--- config.mk ---
export PLATFORM = sky130hd
export DESIGN_NAME = pll_programmable_divider
export DESIGN_NICKNAME = d
export VERILOG_FILES = /design/src/pll_divider_pkg.sv /design/src/pll_programmable_divider.sv
export SDC_FILE = /design/constraint.sdc
export NUM_CORES = 1
export LEC_CHECK = 0
export BUFFER_PORTS_ARGS = -buffer_cell sky130_fd_sc_hd__buf_4
export CAP_MARGIN = 20
export CELL_PAD_IN_SITES_DETAIL_PLACEMENT = 0
export CELL_PAD_IN_SITES_GLOBAL_PLACEMENT = 1
export CORE_MARGIN = 5
export CORE_UTILIZATION = 41
export CTS_CLUSTER_DIAMETER = 60
export CTS_CLUSTER_SIZE = 16
export DETAILED_ROUTE_END_ITERATION = 10
export PLACE_DENSITY_LB_ADDON = 0.1
export RECOVER_POWER = 50
export SKIP_LAST_GASP = 1
export SLEW_MARGIN = 20
export SYNTH_ARGS = -nofsm -noshare
export SYNTH_HDL_FRONTEND = slang
export SYNTH_SLANG_ARGS = --single-unit
export TNS_END_PERCENT = 5
--- constraint.sdc ---
create_clock -name pclk -period 9.9 [get_ports pclk]
set_clock_uncertainty 0.2 [all_clocks]
set_input_delay 0.495 -clock pclk [delete_from_list [all_inputs] [get_ports pclk]]
set_output_delay 0.495 -clock pclk [all_outputs]
set_load 0.03 [all_outputs]
--- src/pll_divider_pkg.sv ---
package pll_divider_pkg;
	// ===========================================
	// bus geometry
	localparam int ADDR_W = 8;
	localparam int DATA_W = 32;

	// ===========================================
	// register byte addresses
	localparam logic [7:0] MODE_ADDR = 8'h00;       // band mode and offset bits
	localparam logic [7:0] SELECT_ADDR = 8'h04;     // counter select port
	localparam logic [7:0] DATA_ADDR = 8'h08;       // counter data port
	localparam logic [7:0] REF_MSB_ADDR = 8'h0C;    // reference and msb port
	localparam logic [7:0] ACTIVE_ADDR = 8'h10;     // active divisor, read only
	localparam logic [7:0] STATUS_ADDR = 8'h14;     // loop status, read only

	// ===========================================
	// field positions
	localparam int SWALLOW_BAND_POS = 0;            // mode register
	localparam int UPPER_BAND_POS = 1;
	localparam int OFFSET_MINUS_POS = 2;
	localparam int OFFSET_PLUS_POS = 3;
	localparam int MSB_POS = 3;                     // reference and msb register
	localparam int STATUS_OFF_POS = 0;              // status register
	localparam int STATUS_LOW_POS = 1;

	// ===========================================
	// widths
	localparam int NIBBLE_W = 4;
	localparam int GROUPS = 4;
	localparam int SEL_W = 2;
	localparam int REF_W = 3;
	localparam int DIV_W = 17;
	localparam int SWALLOW_W = 4;
	localparam int MAIN_W = 13;

	// ===========================================
	// reset values and codes
	localparam logic [3:0] MODE_RESET = 4'h0;
	localparam logic [REF_W-1:0] REF_OFF = 3'h7;    // all ones turns the loop off
	localparam logic [SEL_W-1:0] SEL_RESET = 2'h0;
	localparam logic [DIV_W-1:0] DIV_RESET = 17'h00010;

	// ===========================================
	// prescaler moduli
	localparam logic [SWALLOW_W-1:0] LONG_LAST = 4'hF;   // divide by 16
	localparam logic [SWALLOW_W-1:0] SHORT_LAST = 4'hE;  // divide by 15
	localparam logic [DIV_W-1:0] SHORT_MOD = 17'h0000F;

	typedef enum logic [1:0] {
		direct_divide_mode,
		swallow_low_mode,
		swallow_high_mode,
		doubled_swallow_mode
	} band_mode_t;
endpackage

--- src/pll_programmable_divider.sv ---
// Design decisions made here: register access over APB and the placing of the registers.
`timescale 1ns/1ps
`default_nettype none

// Operation
// RL1 - prescalers, 4-bit swallow, 13-bit main counter
// RL2 - select port increments after each data access
// RL3 - controller writes nibbles into selected group
// RL4 - msb write transfers all divisor bits
// RL5 - band bits choose direct or swallow modes
// RL6 - highest band adds divide-by-two front stage
// RL7 - highest band doubles programmed ratio
// RL8 - offset bits give n, n-1, n+1
// RL9 - offset ignored in direct division
// RL10 - swallow modes use 17-bit binary number
// RL11 - direct mode uses bits 4 to 16
// RL12 - direct number kept within 16 to 8191 (not enforced: any value in bits 4 to 16 loads)
// RL13 - direct mode clocks main counter directly
// RL14 - unselected or off inputs pulled down
// RL15 - mode bits written at channel zero
// RL16 - select, data, msb at channels one to three
// RL17 - swallow count picks 16 cycles, rest 15
// RL18 - reference all ones stops loop
// RL19 - reference write updates pending setting
module pll_programmable_divider
	import pll_divider_pkg::*;
(
	input wire logic pclk,
	input wire logic presetn,
	input wire logic psel,
	input wire logic penable,
	input wire logic pwrite,
	input wire logic [ADDR_W-1:0] paddr,
	input wire logic [DATA_W-1:0] pwdata,
	output logic [DATA_W-1:0] prdata,
	output logic pready,
	output logic pslverr,
	input wire logic low_band_rf_input,
	input wire logic high_band_rf_input,
	output logic low_band_pulldown,
	output logic high_band_pulldown,
	output logic divided_out,
	output logic loop_off
);

	// ===========================================
	// helpers
	// division number after the offset, swallow modes only
	function automatic logic [DIV_W-1:0] offset_count(input logic [DIV_W-1:0] n, input logic [3:0] mode);
		logic [DIV_W-1:0] r;
		r = n;
		if (mode[OFFSET_PLUS_POS])
			r = DIV_W'(n + 1'b1); // see RL8
		else if (mode[OFFSET_MINUS_POS])
			r = DIV_W'(n - 1'b1); // see RL8
		return r;
	endfunction

	// band decode of the two band bits
	function automatic band_mode_t band_of(input logic [3:0] mode);
		band_mode_t b;
		case ({mode[UPPER_BAND_POS], mode[SWALLOW_BAND_POS]})
			2'b00: b = direct_divide_mode; // see RL5
			2'b01: b = swallow_low_mode;
			2'b10: b = swallow_high_mode;
			default: b = doubled_swallow_mode;
		endcase
		return b;
	endfunction

	// ===========================================
	// register state
	logic [3:0] mode, next_mode;                           // band and offset bits
	logic [SEL_W-1:0] sel, next_sel;                       // group pointer
	logic [NIBBLE_W-1:0] pending [GROUPS], next_pending [GROUPS]; // low 16 bits waiting
	logic [REF_W-1:0] ref_sel, next_ref_sel;               // reference selection
	logic [DIV_W-1:0] active, next_active;                 // divisor in use
	logic commit, next_commit;                             // one-cycle restart request
	logic [DATA_W-1:0] next_prdata;
	logic next_pready, next_pslverr;
	logic low_pd, next_low_pd, high_pd, next_high_pd, off, next_off;

	logic access;     // access phase with answer already up
	logic mapped;     // address hits a register
	band_mode_t band;

	assign access = psel & penable & pready;
	assign band = band_of(mode);

	always_comb begin
		mapped = 1'b1;
		case (paddr)
			MODE_ADDR, SELECT_ADDR, DATA_ADDR, REF_MSB_ADDR, ACTIVE_ADDR, STATUS_ADDR: mapped = 1'b1;
			default: mapped = 1'b0;
		endcase
	end

	// ===========================================
	// apb slave and register file
	// one wait state: pready rises in the second access cycle, which lets
	// prdata come from a flop without a combinational read path
	always_comb begin
		next_mode = mode;
		next_sel = sel;
		next_pending = pending;
		next_ref_sel = ref_sel;
		next_active = active;
		next_commit = 1'b0;
		next_prdata = prdata;
		next_pready = psel & penable & ~pready;
		next_pslverr = 1'b0;
		if (psel & penable & ~pready) begin
			// answer prepared one cycle ahead of the sampling edge
			next_pslverr = ~mapped;
			next_prdata = '0;
			if (!pwrite) begin
				case (paddr)
					MODE_ADDR: next_prdata = DATA_W'(mode);
					SELECT_ADDR: next_prdata = DATA_W'(sel);
					DATA_ADDR: next_prdata = DATA_W'(pending[sel]);
					REF_MSB_ADDR: next_prdata = DATA_W'({active[DIV_W-1], ref_sel});
					ACTIVE_ADDR: next_prdata = DATA_W'(active);
					STATUS_ADDR: next_prdata = DATA_W'({low_pd, off});
					default: next_prdata = '0;
				endcase
			end
		end
		if (access) begin
			// effects land only at the edge that completes the transfer
			case (paddr)
				MODE_ADDR: begin
					if (pwrite)
						next_mode = pwdata[3:0]; // see RL15
				end
				SELECT_ADDR: begin
					if (pwrite)
						next_sel = pwdata[SEL_W-1:0]; // see RL16
				end
				DATA_ADDR: begin
					if (pwrite)
						next_pending[sel] = pwdata[NIBBLE_W-1:0]; // see RL3
					next_sel = SEL_W'(sel + 1'b1); // see RL2
				end
				REF_MSB_ADDR: begin
					if (pwrite) begin
						next_ref_sel = pwdata[REF_W-1:0]; // see RL19
						next_active = {pwdata[MSB_POS], next_pending[3], next_pending[2],
							next_pending[1], next_pending[0]}; // see RL4
						next_commit = 1'b1;
					end
				end
				default: begin
					// read-only or unmapped: no effect
				end
			endcase
		end
	end

	always_ff @(posedge pclk or negedge presetn) begin
		if (!presetn) begin
			mode <= MODE_RESET;
			sel <= SEL_RESET;
			for (int i = 0; i < GROUPS; i++)
				pending[i] <= '0;
			ref_sel <= REF_OFF;
			active <= DIV_RESET;
			commit <= 1'b0;
			prdata <= '0;
			pready <= 1'b0;
			pslverr <= 1'b0;
		end else begin
			mode <= next_mode;
			sel <= next_sel;
			pending <= next_pending;
			ref_sel <= next_ref_sel;
			active <= next_active;
			commit <= next_commit;
			prdata <= next_prdata;
			pready <= next_pready;
			pslverr <= next_pslverr;
		end
	end

	// ===========================================
	// input select and pulldowns
	// low band for direct and lower swallow mode, high band otherwise
	logic use_low;
	assign use_low = (band == direct_divide_mode) | (band == swallow_low_mode);

	always_comb begin
		next_off = (ref_sel == REF_OFF); // see RL18
		next_low_pd = next_off | ~use_low; // see RL14
		next_high_pd = next_off | use_low; // see RL14
	end

	always_ff @(posedge pclk or negedge presetn) begin
		if (!presetn) begin
			off <= 1'b1;
			low_pd <= 1'b1;
			high_pd <= 1'b1;
		end else begin
			off <= next_off;
			low_pd <= next_low_pd;
			high_pd <= next_high_pd;
		end
	end

	assign loop_off = off;
	assign low_band_pulldown = low_pd;
	assign high_band_pulldown = high_pd;

	// ===========================================
	// divider chain
	// the rf inputs are sampled on pclk, so the input rate is bounded by
	// half the bus clock; a real front end would run on the rf edge itself
	logic rf_prev, next_rf_prev;                          // last sampled input level
	logic half, next_half;                                // divide-by-two front stage
	logic [SWALLOW_W-1:0] pre_cnt, next_pre_cnt;          // prescaler phase
	logic [SWALLOW_W-1:0] swallow_left, next_swallow_left; // long cycles remaining
	logic [MAIN_W-1:0] main_left, next_main_left;         // main counter
	logic pulse, next_pulse;
	logic rf_now, rf_edge, counted;
	logic [DIV_W-1:0] n_eff, quot;
	logic [SWALLOW_W-1:0] rem_load;
	logic [MAIN_W-1:0] main_load;

	assign rf_now = use_low ? low_band_rf_input : high_band_rf_input;
	assign rf_edge = rf_now & ~rf_prev;
	// every edge counts, except that the highest band passes every second one
	assign counted = rf_edge & ((band != doubled_swallow_mode) | half); // see RL6

	always_comb begin
		// split n into 15*q + r so that r blocks of 16 and q-r blocks of 15 give n
		n_eff = offset_count(active, mode); // see RL10
		quot = n_eff / SHORT_MOD;
		rem_load = SWALLOW_W'(n_eff - DIV_W'(quot * SHORT_MOD)); // see RL17
		main_load = MAIN_W'(quot); // see RL1
		if (band == direct_divide_mode) begin
			rem_load = '0; // see RL9
			main_load = active[DIV_W-1:NIBBLE_W]; // see RL11
		end
	end

	always_comb begin
		next_rf_prev = rf_now;
		next_half = half;
		next_pre_cnt = pre_cnt;
		next_swallow_left = swallow_left;
		next_main_left = main_left;
		next_pulse = 1'b0;
		if (off || commit) begin
			// stopped or restarted with the newly committed setting
			next_half = 1'b0;
			next_pre_cnt = '0;
			next_swallow_left = rem_load;
			next_main_left = main_load;
		end else begin
			if (rf_edge)
				next_half = ~half;
			if (counted) begin
				if (band == direct_divide_mode) begin
					// prescaler bypassed, main counter sees every edge
					if (main_left <= 1) begin // see RL13
						next_main_left = main_load;
						next_pulse = 1'b1;
					end else begin
						next_main_left = MAIN_W'(main_left - 1'b1);
					end
				end else if (pre_cnt == ((swallow_left != 0) ? LONG_LAST : SHORT_LAST)) begin
					// one prescaler block done: 16 while swallowing, else 15
					next_pre_cnt = '0;
					if (swallow_left != 0)
						next_swallow_left = SWALLOW_W'(swallow_left - 1'b1); // see RL17
					if (main_left <= 1) begin
						next_main_left = main_load;
						next_swallow_left = rem_load;
						next_pulse = 1'b1; // see RL7
					end else begin
						next_main_left = MAIN_W'(main_left - 1'b1);
					end
				end else begin
					next_pre_cnt = SWALLOW_W'(pre_cnt + 1'b1);
				end
			end
		end
	end

	always_ff @(posedge pclk or negedge presetn) begin
		if (!presetn) begin
			rf_prev <= 1'b0;
			half <= 1'b0;
			pre_cnt <= '0;
			swallow_left <= '0;
			main_left <= '0;
			pulse <= 1'b0;
		end else begin
			rf_prev <= next_rf_prev;
			half <= next_half;
			pre_cnt <= next_pre_cnt;
			swallow_left <= next_swallow_left;
			main_left <= next_main_left;
			pulse <= next_pulse;
		end
	end

	assign divided_out = pulse;

endmodule

`default_nettype wire

== After elaboration in Yosys (flattened, before gate mapping) ==
Index checks and enable logic that the tools add are counted.
Cells by class
  add/subtract/negate cells: 7
  $mul: 1
  divide/modulo/power cells: 1
  magnitude comparators: 3
  equality and inequality tests: 13
  muxes and demuxes: 44
  bitwise logic cells: 15
  reductions and logical operators: 20
Operators with widths (number)
  $pmux 17 s6: 1
  $mux 13: 6
  $mux 4: 14
  $mux 17: 3
  $add 17x1->17 const B: 1
  $div 17x4->17 const B: 1
  $mul 17x4->4 const B: 1
  $sub 17x1->17 const B: 1
  $bwmux 16: 1
  $eq 8x4->1 const B: 2
  $eq 8x5->1 const B: 2
  $mux 1: 14
  $le 13x1->1 const B: 1
  $sub 13x1->13 const B: 1
  $reduce_and 3->1: 4
  $bmux 4 s2: 1
  $demux 4 s2: 1
  $eq 8x3->1 const B: 1
  $logic_not 8->1: 1
  $reduce_bool 2->1: 4
  $pmux 2 s3: 1
  $reduce_bool 3->1: 2
  $reduce_or 6->1: 1
  $and 1x1->1: 5
  23 further kinds: 34
Storage, ports and cells
  bits in registers: 104
  logic and storage cells: 125

== Logic depth before layout (Yosys ltp) ==
Gate-level depths: netlist of the first run.
  depth after elaboration: 12
  mapped depth: 53

== Worst setup path after synthesis of the first run ==
OpenSTA, ideal clock, no wires.
  path type: register -> register
  start point: reg active[0]
  end point: reg swallow_left[3]
  library setup time: 0.129 ns
  data arrival time: 10.118 ns
  data required time: 9.571 ns
  path slack: -0.547 ns
  stages on the path, launching flop included: 51
  path buffers: 3
  clock period less this slack: 10.447 ns
  cells stage by stage: dfrtp_1 inv_1 ha_1 and3b_1 and3_1 buf_2 a32oi_2 xor2_1 nor2_1 or3_1 a21oi_1 o211a_2 mux2i_1 a22o_1 a311o_4 a21oi_2 or3_1 a31o_1 [15 not listed] nand3_1 nor3_1 nor3_1 o211ai_1 nor3b_1 o22ai_1 or2_2 ha_1 fa_1 inv_1 ha_1 a21o_1 a21oi_1 xnor2_1 xnor2_1 xnor2_1 a311oi_1 a21oi_1
On the way
  cells in the longest elaborated chain, start to end: 12
  elaborated cells on any way between the ends: 13
  classes of those cells: add/sub (3); mul (1); div (1); mux (8)
Ends and longest elaborated chain
  from (decl): RTL line pll_programmable_divider.sv:77  | logic [DIV_W-1:0] active, next_active;
  from (signal assigned): RTL line pll_programmable_divider.sv:176  | active <= next_active;
  $sub 17x1->17: RTL line pll_programmable_divider.sv:55  | r = DIV_W'(n - 1'b1);
  $mux 17: RTL line pll_programmable_divider.sv:54  | else if (mode[OFFSET_MINUS_POS])
  $mux 17 *: RTL line pll_programmable_divider.sv:52  | if (mode[OFFSET_PLUS_POS])
  $div 17x4->17: RTL line pll_programmable_divider.sv:235  | quot = n_eff / SHORT_MOD;
  $mul 17x4->4: RTL line pll_programmable_divider.sv:236  | rem_load = SWALLOW_W'(n_eff - DIV_W'(quot * SHORT_MOD));
  $sub 4x4->4 *: RTL line pll_programmable_divider.sv:236
  $mux 4 *: RTL line pll_programmable_divider.sv:238  | if (band == direct_divide_mode) begin
  $mux 4: RTL line pll_programmable_divider.sv:274  | if (main_left <= 1) begin
  $mux 4: RTL line pll_programmable_divider.sv:269  | end else if (pre_cnt == ((swallow_left != 0) ? LONG_LAST : SHORT_LAST)) begin
  $mux 4: RTL line pll_programmable_divider.sv:261  | if (band == direct_divide_mode) begin
  $mux 4: RTL line pll_programmable_divider.sv:260  | if (counted) begin
  $mux 4 *: RTL line pll_programmable_divider.sv:251  | if (off || commit) begin
  to (signal assigned): RTL line pll_programmable_divider.sv:300  | swallow_left <= next_swallow_left;
  to (decl): RTL line pll_programmable_divider.sv:219  | logic [SWALLOW_W-1:0] swallow_left, next_swallow_left;
Every way passes the cells marked *; elsewhere a longest branch is shown, timed or not. The select of a mux whose other input is x is not followed.
A chain may end at the register's enable or synchronous reset.

== Final worst setup path of the first run ==
  start point: reg active[12]
  end point: reg swallow_left[3]
On the way
  cells in the longest elaborated chain, start to end: 12
  elaborated cells on any way between the ends: 13
  classes of those cells: add/sub (3); mul (1); div (1); mux (8)
Ends and longest elaborated chain (RTL line)
  $sub 17x1->17: pll_programmable_divider.sv:55
  $mux 17: pll_programmable_divider.sv:54
  $mux 17 *: pll_programmable_divider.sv:52
  $div 17x4->17 *: pll_programmable_divider.sv:235
  $mul 17x4->4 *: pll_programmable_divider.sv:236
  $sub 4x4->4 *: pll_programmable_divider.sv:236
  $mux 4 *: pll_programmable_divider.sv:238
  $mux 4: pll_programmable_divider.sv:274
  $mux 4: pll_programmable_divider.sv:269
  $mux 4: pll_programmable_divider.sv:261
  $mux 4: pll_programmable_divider.sv:260
  $mux 4 *: pll_programmable_divider.sv:251
Marked as above.

==> metrics.log, run 1 <==
INFO  metric minimum_period_implied_by_the_final_worst_setup_slack = 10,210 ps
INFO  metric dpl_cell_area = 9689 um^2
INFO  metric yosys.area.top_type_share = a little over a quarter
INFO  metric vias_per_cell = between 5 and 6
INFO  metric rsz0062_at_grt = true
INFO  metric grt-ovfl-total = 0
INFO  metric pre_cts_slack = -466.2 ps
INFO  metric finalWeightedCongestion = 0.8754
INFO  metric sequential_cell_area = 2241 um^2
INFO  metric clock_transition_at_path_regs = 70 ps
INFO  metric postLayoutSetupSlackWorst = -313.8 ps
INFO  metric max-vdd-ir-drop = between 0.0001 and 0.00015 V
INFO  metric max-clock-path-buffers = 2
INFO  metric ys_seq_area_share = between 20% and 30%
INFO  metric hp-class = input pin to register
INFO  metric floorplan.rows = 50
INFO  metric synth_edf_count = 0
INFO  metric critical_path_depth = 51
INFO  metric dieArea = 21,840 um^2
INFO  metric crit-reg2reg-capture = swallow_left[3]
INFO  metric power.share.sequential = between 40% and 50%
INFO  metric detail_route.drc_violations = 0
INFO  metric max-cap-violations = 1
INFO  metric postSynthCellCount = 898
INFO  metric num-fill-cells = ~1,700
INFO  metric synth.yosys.warnings = 0
INFO  metric cts_buffers = 9
INFO  metric drive_gt1_share = approximately two fifths
INFO  metric p_leak = 4.648 nW
INFO  metric worst_skew_pair.late_latency = 340 ps
INFO  metric via_count = 7,784
INFO  metric die-height = 147.8 um
INFO  metric p_total = 0.8915 mW
INFO  metric worstSetupEndpointType = register
INFO  metric antennaDiodeCount = 0
INFO  metric status = finished, violations left
INFO  metric worst_ep_required_time = about 10000 ps
INFO  metric max_slew_violation_count = 79
INFO  metric power.density = 81.68 nW/um^2
INFO  metric multi_input_area = 5938 um^2
INFO  metric setup-tns-final = -318.3 ps
INFO  metric chipWidth = about 150 um
INFO  metric layout_commonest_cell = sky130_fd_sc_hd__buf_4
INFO  metric drt-pass1-iter-count = 5
INFO  metric floorplan.io_pins = 85
INFO  metric timing_worst_slew_pin_value = 4262 ps
INFO  metric timing.rr.start = active[12]
INFO  metric timing.critical_path.from = active[12]
INFO  metric core = 18,710 um^2
INFO  metric area_delta_synth_final = 40.22%
INFO  metric period_share = 103.2%
INFO  metric synth.avg_cell_area = 8.668 um^2
INFO  metric crit_type = register to register
INFO  metric placed_cells_incl_taps = 1,294
INFO  metric final_cell_mix = sky130_fd_sc_hd__buf_4, sky130_fd_sc_hd__nand2_1, sky130_fd_sc_hd__dfrtp_1
INFO  metric destination_of_the_critical_timing_path = swallow_left[3]
INFO  metric finalHoldWorstSlack = 204.7 ps
INFO  metric first_global_vias = around 8,000
INFO  metric yosys.area.top_type = sky130_fd_sc_hd__dfrtp_1
INFO  metric synth.top_cells.by_area = sky130_fd_sc_hd__dfrtp_1, sky130_fd_sc_hd__nand2_1, sky130_fd_sc_hd__ha_1
INFO  metric global_route_wire_length_before_repair = 40,880 um
INFO  metric start_kind = register
INFO  metric postSynthRegisterBits = 89
INFO  metric violated_checks = max-capacitance violations, max-slew violations, negative setup slack
INFO  metric worst-path-max-fanout = 6
INFO  metric max_freq = between 90 and 100 MHz
INFO  metric ff2ff_path_depth = 51
INFO  metric final_cells = about 1,400
INFO  metric cts_sinks = 89
INFO  metric p_sw = 0.2328 mW
INFO  metric maximum_cell_stage_delay_along_the_critical_path = 540 ps
INFO  metric power.switching_fraction = 26.12%
INFO  metric critPathMostFrequentCell = sky130_fd_sc_hd__buf_4
INFO  metric slew_headroom = -184.1%
INFO  metric utilization = between 50% and 60%
INFO  metric postRouteAntennaNets = 0
INFO  metric timing.final.setup_violations = 2
INFO  metric antenna_found_initial = 0
INFO  metric worstHoldPathCells = 2
INFO  metric worst_path_max_delay_cell = sky130_fd_sc_hd__fa_1
INFO  metric async_flop_share = 100.0%
INFO  metric number_of_nets_in_the_finished_design = 1,201
INFO  metric p_int = 0.6587 mW
INFO  metric drt_first_iter_violations = 287
INFO  metric reg2reg_setup_slack = -310 ps
INFO  metric stdcell_area = around 11,000 um^2
INFO  metric clockRootBuffer = sky130_fd_sc_hd__clkbuf_16
INFO  metric critical_path.top_delay_family = compound AO/OA/AOI/OAI gates
INFO  metric grt_max_degree = 79
INFO  metric finalHoldViolations = 0
INFO  metric clock_tree.htree_level_count = 3
INFO  metric wirelength = 24,760 um
INFO  metric synth_flop_cell = sky130_fd_sc_hd__dfrtp_1
INFO  metric floorplan.initialDensity = 41.61%
INFO  metric tritoncts = yes
INFO  metric synth_area = 7784 um^2
INFO  metric comb_power_share = 11.9%
INFO  metric routed_wire_length_per_instance = about 18 um
INFO  metric port-buffer-count = around 40
INFO  metric dp_hpwl = approximately 18,000 um
INFO  metric power.share.clock = 43.2%
INFO  metric synth.distinct_cells = 113
INFO  metric critical_path_buf_inv_count = 9
INFO  metric cp.arrival = 10,240 ps
INFO  metric grt.total_usage = 22.78%
[layout make-up]
type | instances | share of cell area [%]
Multi-Input combinational cell | 734 | 54.41
Sequential cell | 89 | 20.53
Timing Repair Buffer | 269 | 18.30
Tap cell | 234 | 2.683
Clock buffer | 10 | 2.190
Inverter | 28 | 1.009
Clock inverter | 6 | 0.8827
[what timing repair did]
| item | CTS | global route |
|---|---|---|
| pin swaps | 64 | 26 |
| hold endpoints to repair | 11 | 0 |
| gates resized for setup | 67 | 17 |
| setup endpoints to repair | 3 | 3 |
| hold buffers | 1 | 0 |
| gates cloned | 1 | 0 |
| setup buffers | 47 | 11 |
[registers in the layout, indices dropped and copies added (netlist names), 2 cells and up]
signal	count
pending	16
sel	2
main_left	13
ref_sel	3
pre_cnt	4
swallow_left	4
active	17
mode	4
prdata	17
[power by group through the flow]
stage                     clock network, mW  logic (mW)  registers (mW)
final                                 0.385       0.106           0.400
after global routing                  0.409       0.118           0.402
after CTS                             0.393       0.105           0.400
after detailed placement                  0       0.103           0.406
after global placement                    0      0.0997           0.405
after floorplan                           0      0.0738           0.402
[cell usage after synthesis (all sizes together), types with 4 or more instances]
cell type	n
a21o	7
nand2b	7
mux2	20
and3	8
o31a	5
o211a	4
nor4	7
o311ai	6
o21a	6
a21oi	43
dfrtp	82
a221oi	5
o22ai	9
o2111ai	5
o21ai	56
buf	42
a31oi	8
nor3b	8
a311oi	4
nor3	34
o32ai	5
or4	6
inv	28
nand4	10
and2	10
nor2	60
or3	17
dfstp	7
ha	21
or2	9
nand3	23
clkbuf	20
xnor2	33
a22o	22
a22oi	9
o211ai	18
a211oi	13
mux2i	20
nand2	118
o221ai	5
o31ai	5
xor2	14
[cells by family after synthesis]
group	Yosys count	share of synthesized area, %
mux	43	6.430
xor+xnor	47	5.915
simple gates	327	21.30
fa+ha+maj	25	4.163
flops	89	28.73
compound gates	276	27.33
other cells	1	0.04818
buf+inv	90	6.092
[per-layer routing]
metal / track usage, % / part of all wire [%] / wire length [um] / vias up
met1: 30.18 / 45 / 11120 / 3776
met2: 39.78 / 50 / 12400 / 171
met5: 0 / 0 / 0 / -
met3: 2.452 / 3.2 / 797 / 32
met4: 5.965 / 1.8 / 454 / 0
li1: - / - / - / 3805
[worst min path at each step]
stage / startpoint / end
final: low_band_rf_input / rf_prev
after global routing: low_band_rf_input / rf_prev
after CTS: low_band_rf_input / rf_prev
after detailed placement: presetn / prdata[13]
after global placement: presetn / prdata[16]
after floorplan: presetn / active[0]
Note: power is estimated with default switching activity, not from simulation.
==> run 2: changes to the inputs <==
CORE_UTILIZATION = 45   (was 41)
clock period = 12.55 ns   (was 9.9 ns; I/O delays follow)
==> run 2 against run 1 <==
The run ends with max-capacitance violations, max-slew violations left. Sequential power fell by 21%. Non-clock buffer count fell by 220. Die area is 8.3% lower. First-iteration DRC count increased by 25%. Cell count decreased by 17%. Core utilization decreased by 8.7 points. Critical path depth fell by 3. Via count is 9.7% lower. Sequential share of layout area grew 5.8 points. Final area shrank 22%. Power down 25%. Critical endpoint unchanged. Largest cell class unchanged. Largest power group unchanged.
==> metrics.log, run 2 (synthesized netlist as in run 1, its figures left out) <==
INFO  metric status = finished, violations left
INFO  metric violated_checks = max-capacitance violations, max-slew violations
INFO  metric cp.arrival = 11,710 ps
INFO  metric grt_use_met1 = just under 30%
INFO  metric reg.largest.list = active (17), prdata (17), pending (16)
INFO  metric crit_type = register to register
INFO  metric worst_ep_required_time = 12,580 ps
INFO  metric rsz0062_at_grt = false
INFO  metric slew_headroom = -179.2%
INFO  metric number_of_nets_in_the_finished_design = 980
INFO  metric worst_skew_pair.late_latency = 350 ps
INFO  metric die-height = ~140 um
INFO  metric layout_commonest_cell = sky130_fd_sc_hd__nand2_1
INFO  metric worstSetupEndpointType = register
INFO  metric cts_buffers = 9
INFO  metric detail_route.drc_violations = 0
INFO  metric max_slew_violation_count = 79
INFO  metric antenna_found_initial = 0
INFO  metric hold_end = ref_sel[1]
INFO  metric via_count = 7,030
INFO  metric routed_wire_length_per_instance = 18.89 um
INFO  metric dp_hpwl = about 16,000 um
INFO  metric tritoncts = yes
INFO  metric floorplan.io_pins = 85
INFO  metric power.density = 78.50 nW/um^2
INFO  metric maximum_cell_stage_delay_along_the_critical_path = 590 ps
INFO  metric critPathMostFrequentCell = sky130_fd_sc_hd__xnor2_1
INFO  metric grt.total_usage = 21.18%
INFO  metric minimum_period_implied_by_the_final_worst_setup_slack = 11,690 ps
INFO  metric dpl_cell_area = 8108 um^2
INFO  metric groute.layer.met2.usage = approximately 36%
INFO  metric first_global_vias = ~6,800
INFO  metric multi_input_area = 5290 um^2
INFO  metric grtUsageMet3 = around 2.1%
INFO  metric core = 17,120 um^2
INFO  metric drt_first_iter_violations = 358
INFO  metric timing_worst_slew_pin_value = 4188 ps
INFO  metric worst_path_max_delay_cell = sky130_fd_sc_hd__or4_1
INFO  metric timing.rr.start = active[12]
INFO  metric start_kind = register
INFO  metric final_cell_mix = sky130_fd_sc_hd__nand2_1, sky130_fd_sc_hd__dfrtp_1, sky130_fd_sc_hd__nor2_1
INFO  metric drive_gt1_share = 16.50%
INFO  metric layer_carrying_the_most_global_route_usage = met2
INFO  metric ff2ff_path_depth = 48
INFO  metric antennaDiodeCount = 0
INFO  metric clockRootBuffer = sky130_fd_sc_hd__clkbuf_16
INFO  metric cts_sinks = 89
INFO  metric floorplan.initialDensity = 45.48%
INFO  metric p_total = 0.6677 mW
INFO  metric finalWeightedCongestion = 0.8897
INFO  metric finalHoldViolations = 0
INFO  metric stdcell_area = 8506 um^2
INFO  metric floorplan.rows = 48
INFO  metric crit-reg2reg-capture = swallow_left[3]
INFO  metric worstHoldPathCells = 2
INFO  metric global_route_wire_length_before_repair = approximately 35,000 um
INFO  metric drt-pass1-iter-count = 5
INFO  metric max-cap-violations = 1
INFO  metric reg2reg_setup_slack = roughly 860 ps
INFO  metric clock_transition_at_path_regs = 70 ps
INFO  metric setup-tns-final = 0 ps
INFO  metric wirelength = 21,540 um
INFO  metric period_share = 93.12%
INFO  metric area_delta_synth_final = 9.275%
INFO  metric max-clock-path-buffers = 2
INFO  metric worstHoldStart = ref_sel[1]
INFO  metric max_freq = around 86 MHz
INFO  metric num-fill-cells = 1,672
INFO  metric cts_post_setup_buffers_inserted = 0
INFO  metric chipWidth = roughly 140 um
INFO  metric p_leak = 3.444 nW
INFO  metric vias_per_cell = around 6
INFO  metric clock_tree.htree_level_count = 3
INFO  metric sequential_cell_area = 2238 um^2
INFO  metric port-buffer-count = 41
INFO  metric grt-ovfl-total = 0
INFO  metric hp-class = register to register
INFO  metric worst-path-max-fanout = 11
INFO  metric timing.final.setup_violations = 0
INFO  metric dieArea = 20,030 um^2
INFO  metric max-vdd-ir-drop = a little under 0.00008 V
INFO  metric postRouteAntennaNets = 0
INFO  metric grt_max_degree = a little under 80
run 2: cell types whose count changed in the layout (fill, tap and decap cells not counted), moves of 5 or more:
cell,change
sky130_fd_sc_hd__xnor2_2,-6
sky130_fd_sc_hd__inv_1,+5
sky130_fd_sc_hd__a211oi_4,-5
sky130_fd_sc_hd__xnor2_1,+6
sky130_fd_sc_hd__or3_1,+5
sky130_fd_sc_hd__mux2i_1,+5
sky130_fd_sc_hd__ha_1,+7
sky130_fd_sc_hd__or3_4,-5
sky130_fd_sc_hd__buf_4,-213
sky130_fd_sc_hd__nor3_1,+5
run 2: final cells by class:
cell class	count	area share (%)
Multi-Input combinational cell	733	62.19
Clock buffer	9	2.648
Timing Repair Buffer	49	3.383
Sequential cell	89	26.32
Tap cell	225	3.310
Inverter	28	1.236
Clock inverter	7	0.9120
run 2: repair_timing:
item,CTS,global route
hold buffers,1,0
gates resized for setup,0,24
setup endpoints to repair,0,2
endpoints found under the hold margin,11,0
run 2: critical path, delay by kind of cell, from the launching register on:
family	cells	cell delay [ps]
AO/OA/AOI/OAI	20	4620
XOR/XNOR	6	800
adder cells (fa/ha/maj)	6	1710
buffers and inverters	4	560
flip-flops	1	580
multiplexers	2	420
AND/OR/NAND/NOR	10	2630
run 2: through the flow:
| step | cells | hold WS, ps | util [%] | setup WS (ps) |
|---|---|---|---|---|
| after global placement | 1122 | 260.0 | 47.37 | 658.7 |
| after floorplan | 912 | 131.9 | - | 2103 |
| after CTS | 1139 | 279.0 | 49.20 | 379.8 |
| after detailed placement | 1122 | 268.1 | 47.37 | 397.3 |
| after global routing | 1140 | 294.3 | 49.69 | 36.90 |
| final | 1140 | 275.4 | 49.69 | 864.0 |
run 2: per-layer routing:
layer / share of wire, % / routed length (um) / vias to the layer above
met5: 0 / 0 / -
met4: 1.7 / 376 / 0
li1: - / - / 3373
met1: 45 / 9726 / 3439
met2: 49 / 10610 / 189
met3: 3.8 / 825 / 29
run 2: worst max-delay path by stage:
stage,start,end,slack [ps],depth (start not counted)
after global placement,active[0],swallow_left[3],660,48
final,active[12],swallow_left[3],860,48
after global routing,active[0],swallow_left[3],40,48
after CTS,active[1],swallow_left[3],380,48
after detailed placement,active[0],swallow_left[3],400,48
after floorplan,active[0],swallow_left[3],2100,50
run 2: where the power goes:
| group | internal (mW) | switching [mW] | leakage [nW] |
|---|---|---|---|
| logic | 0.0303 | 0.0442 | 2.15 |
| registers | 0.300 | 0.0154 | 1.14 |
| clock network | 0.157 | 0.121 | 0.152 |
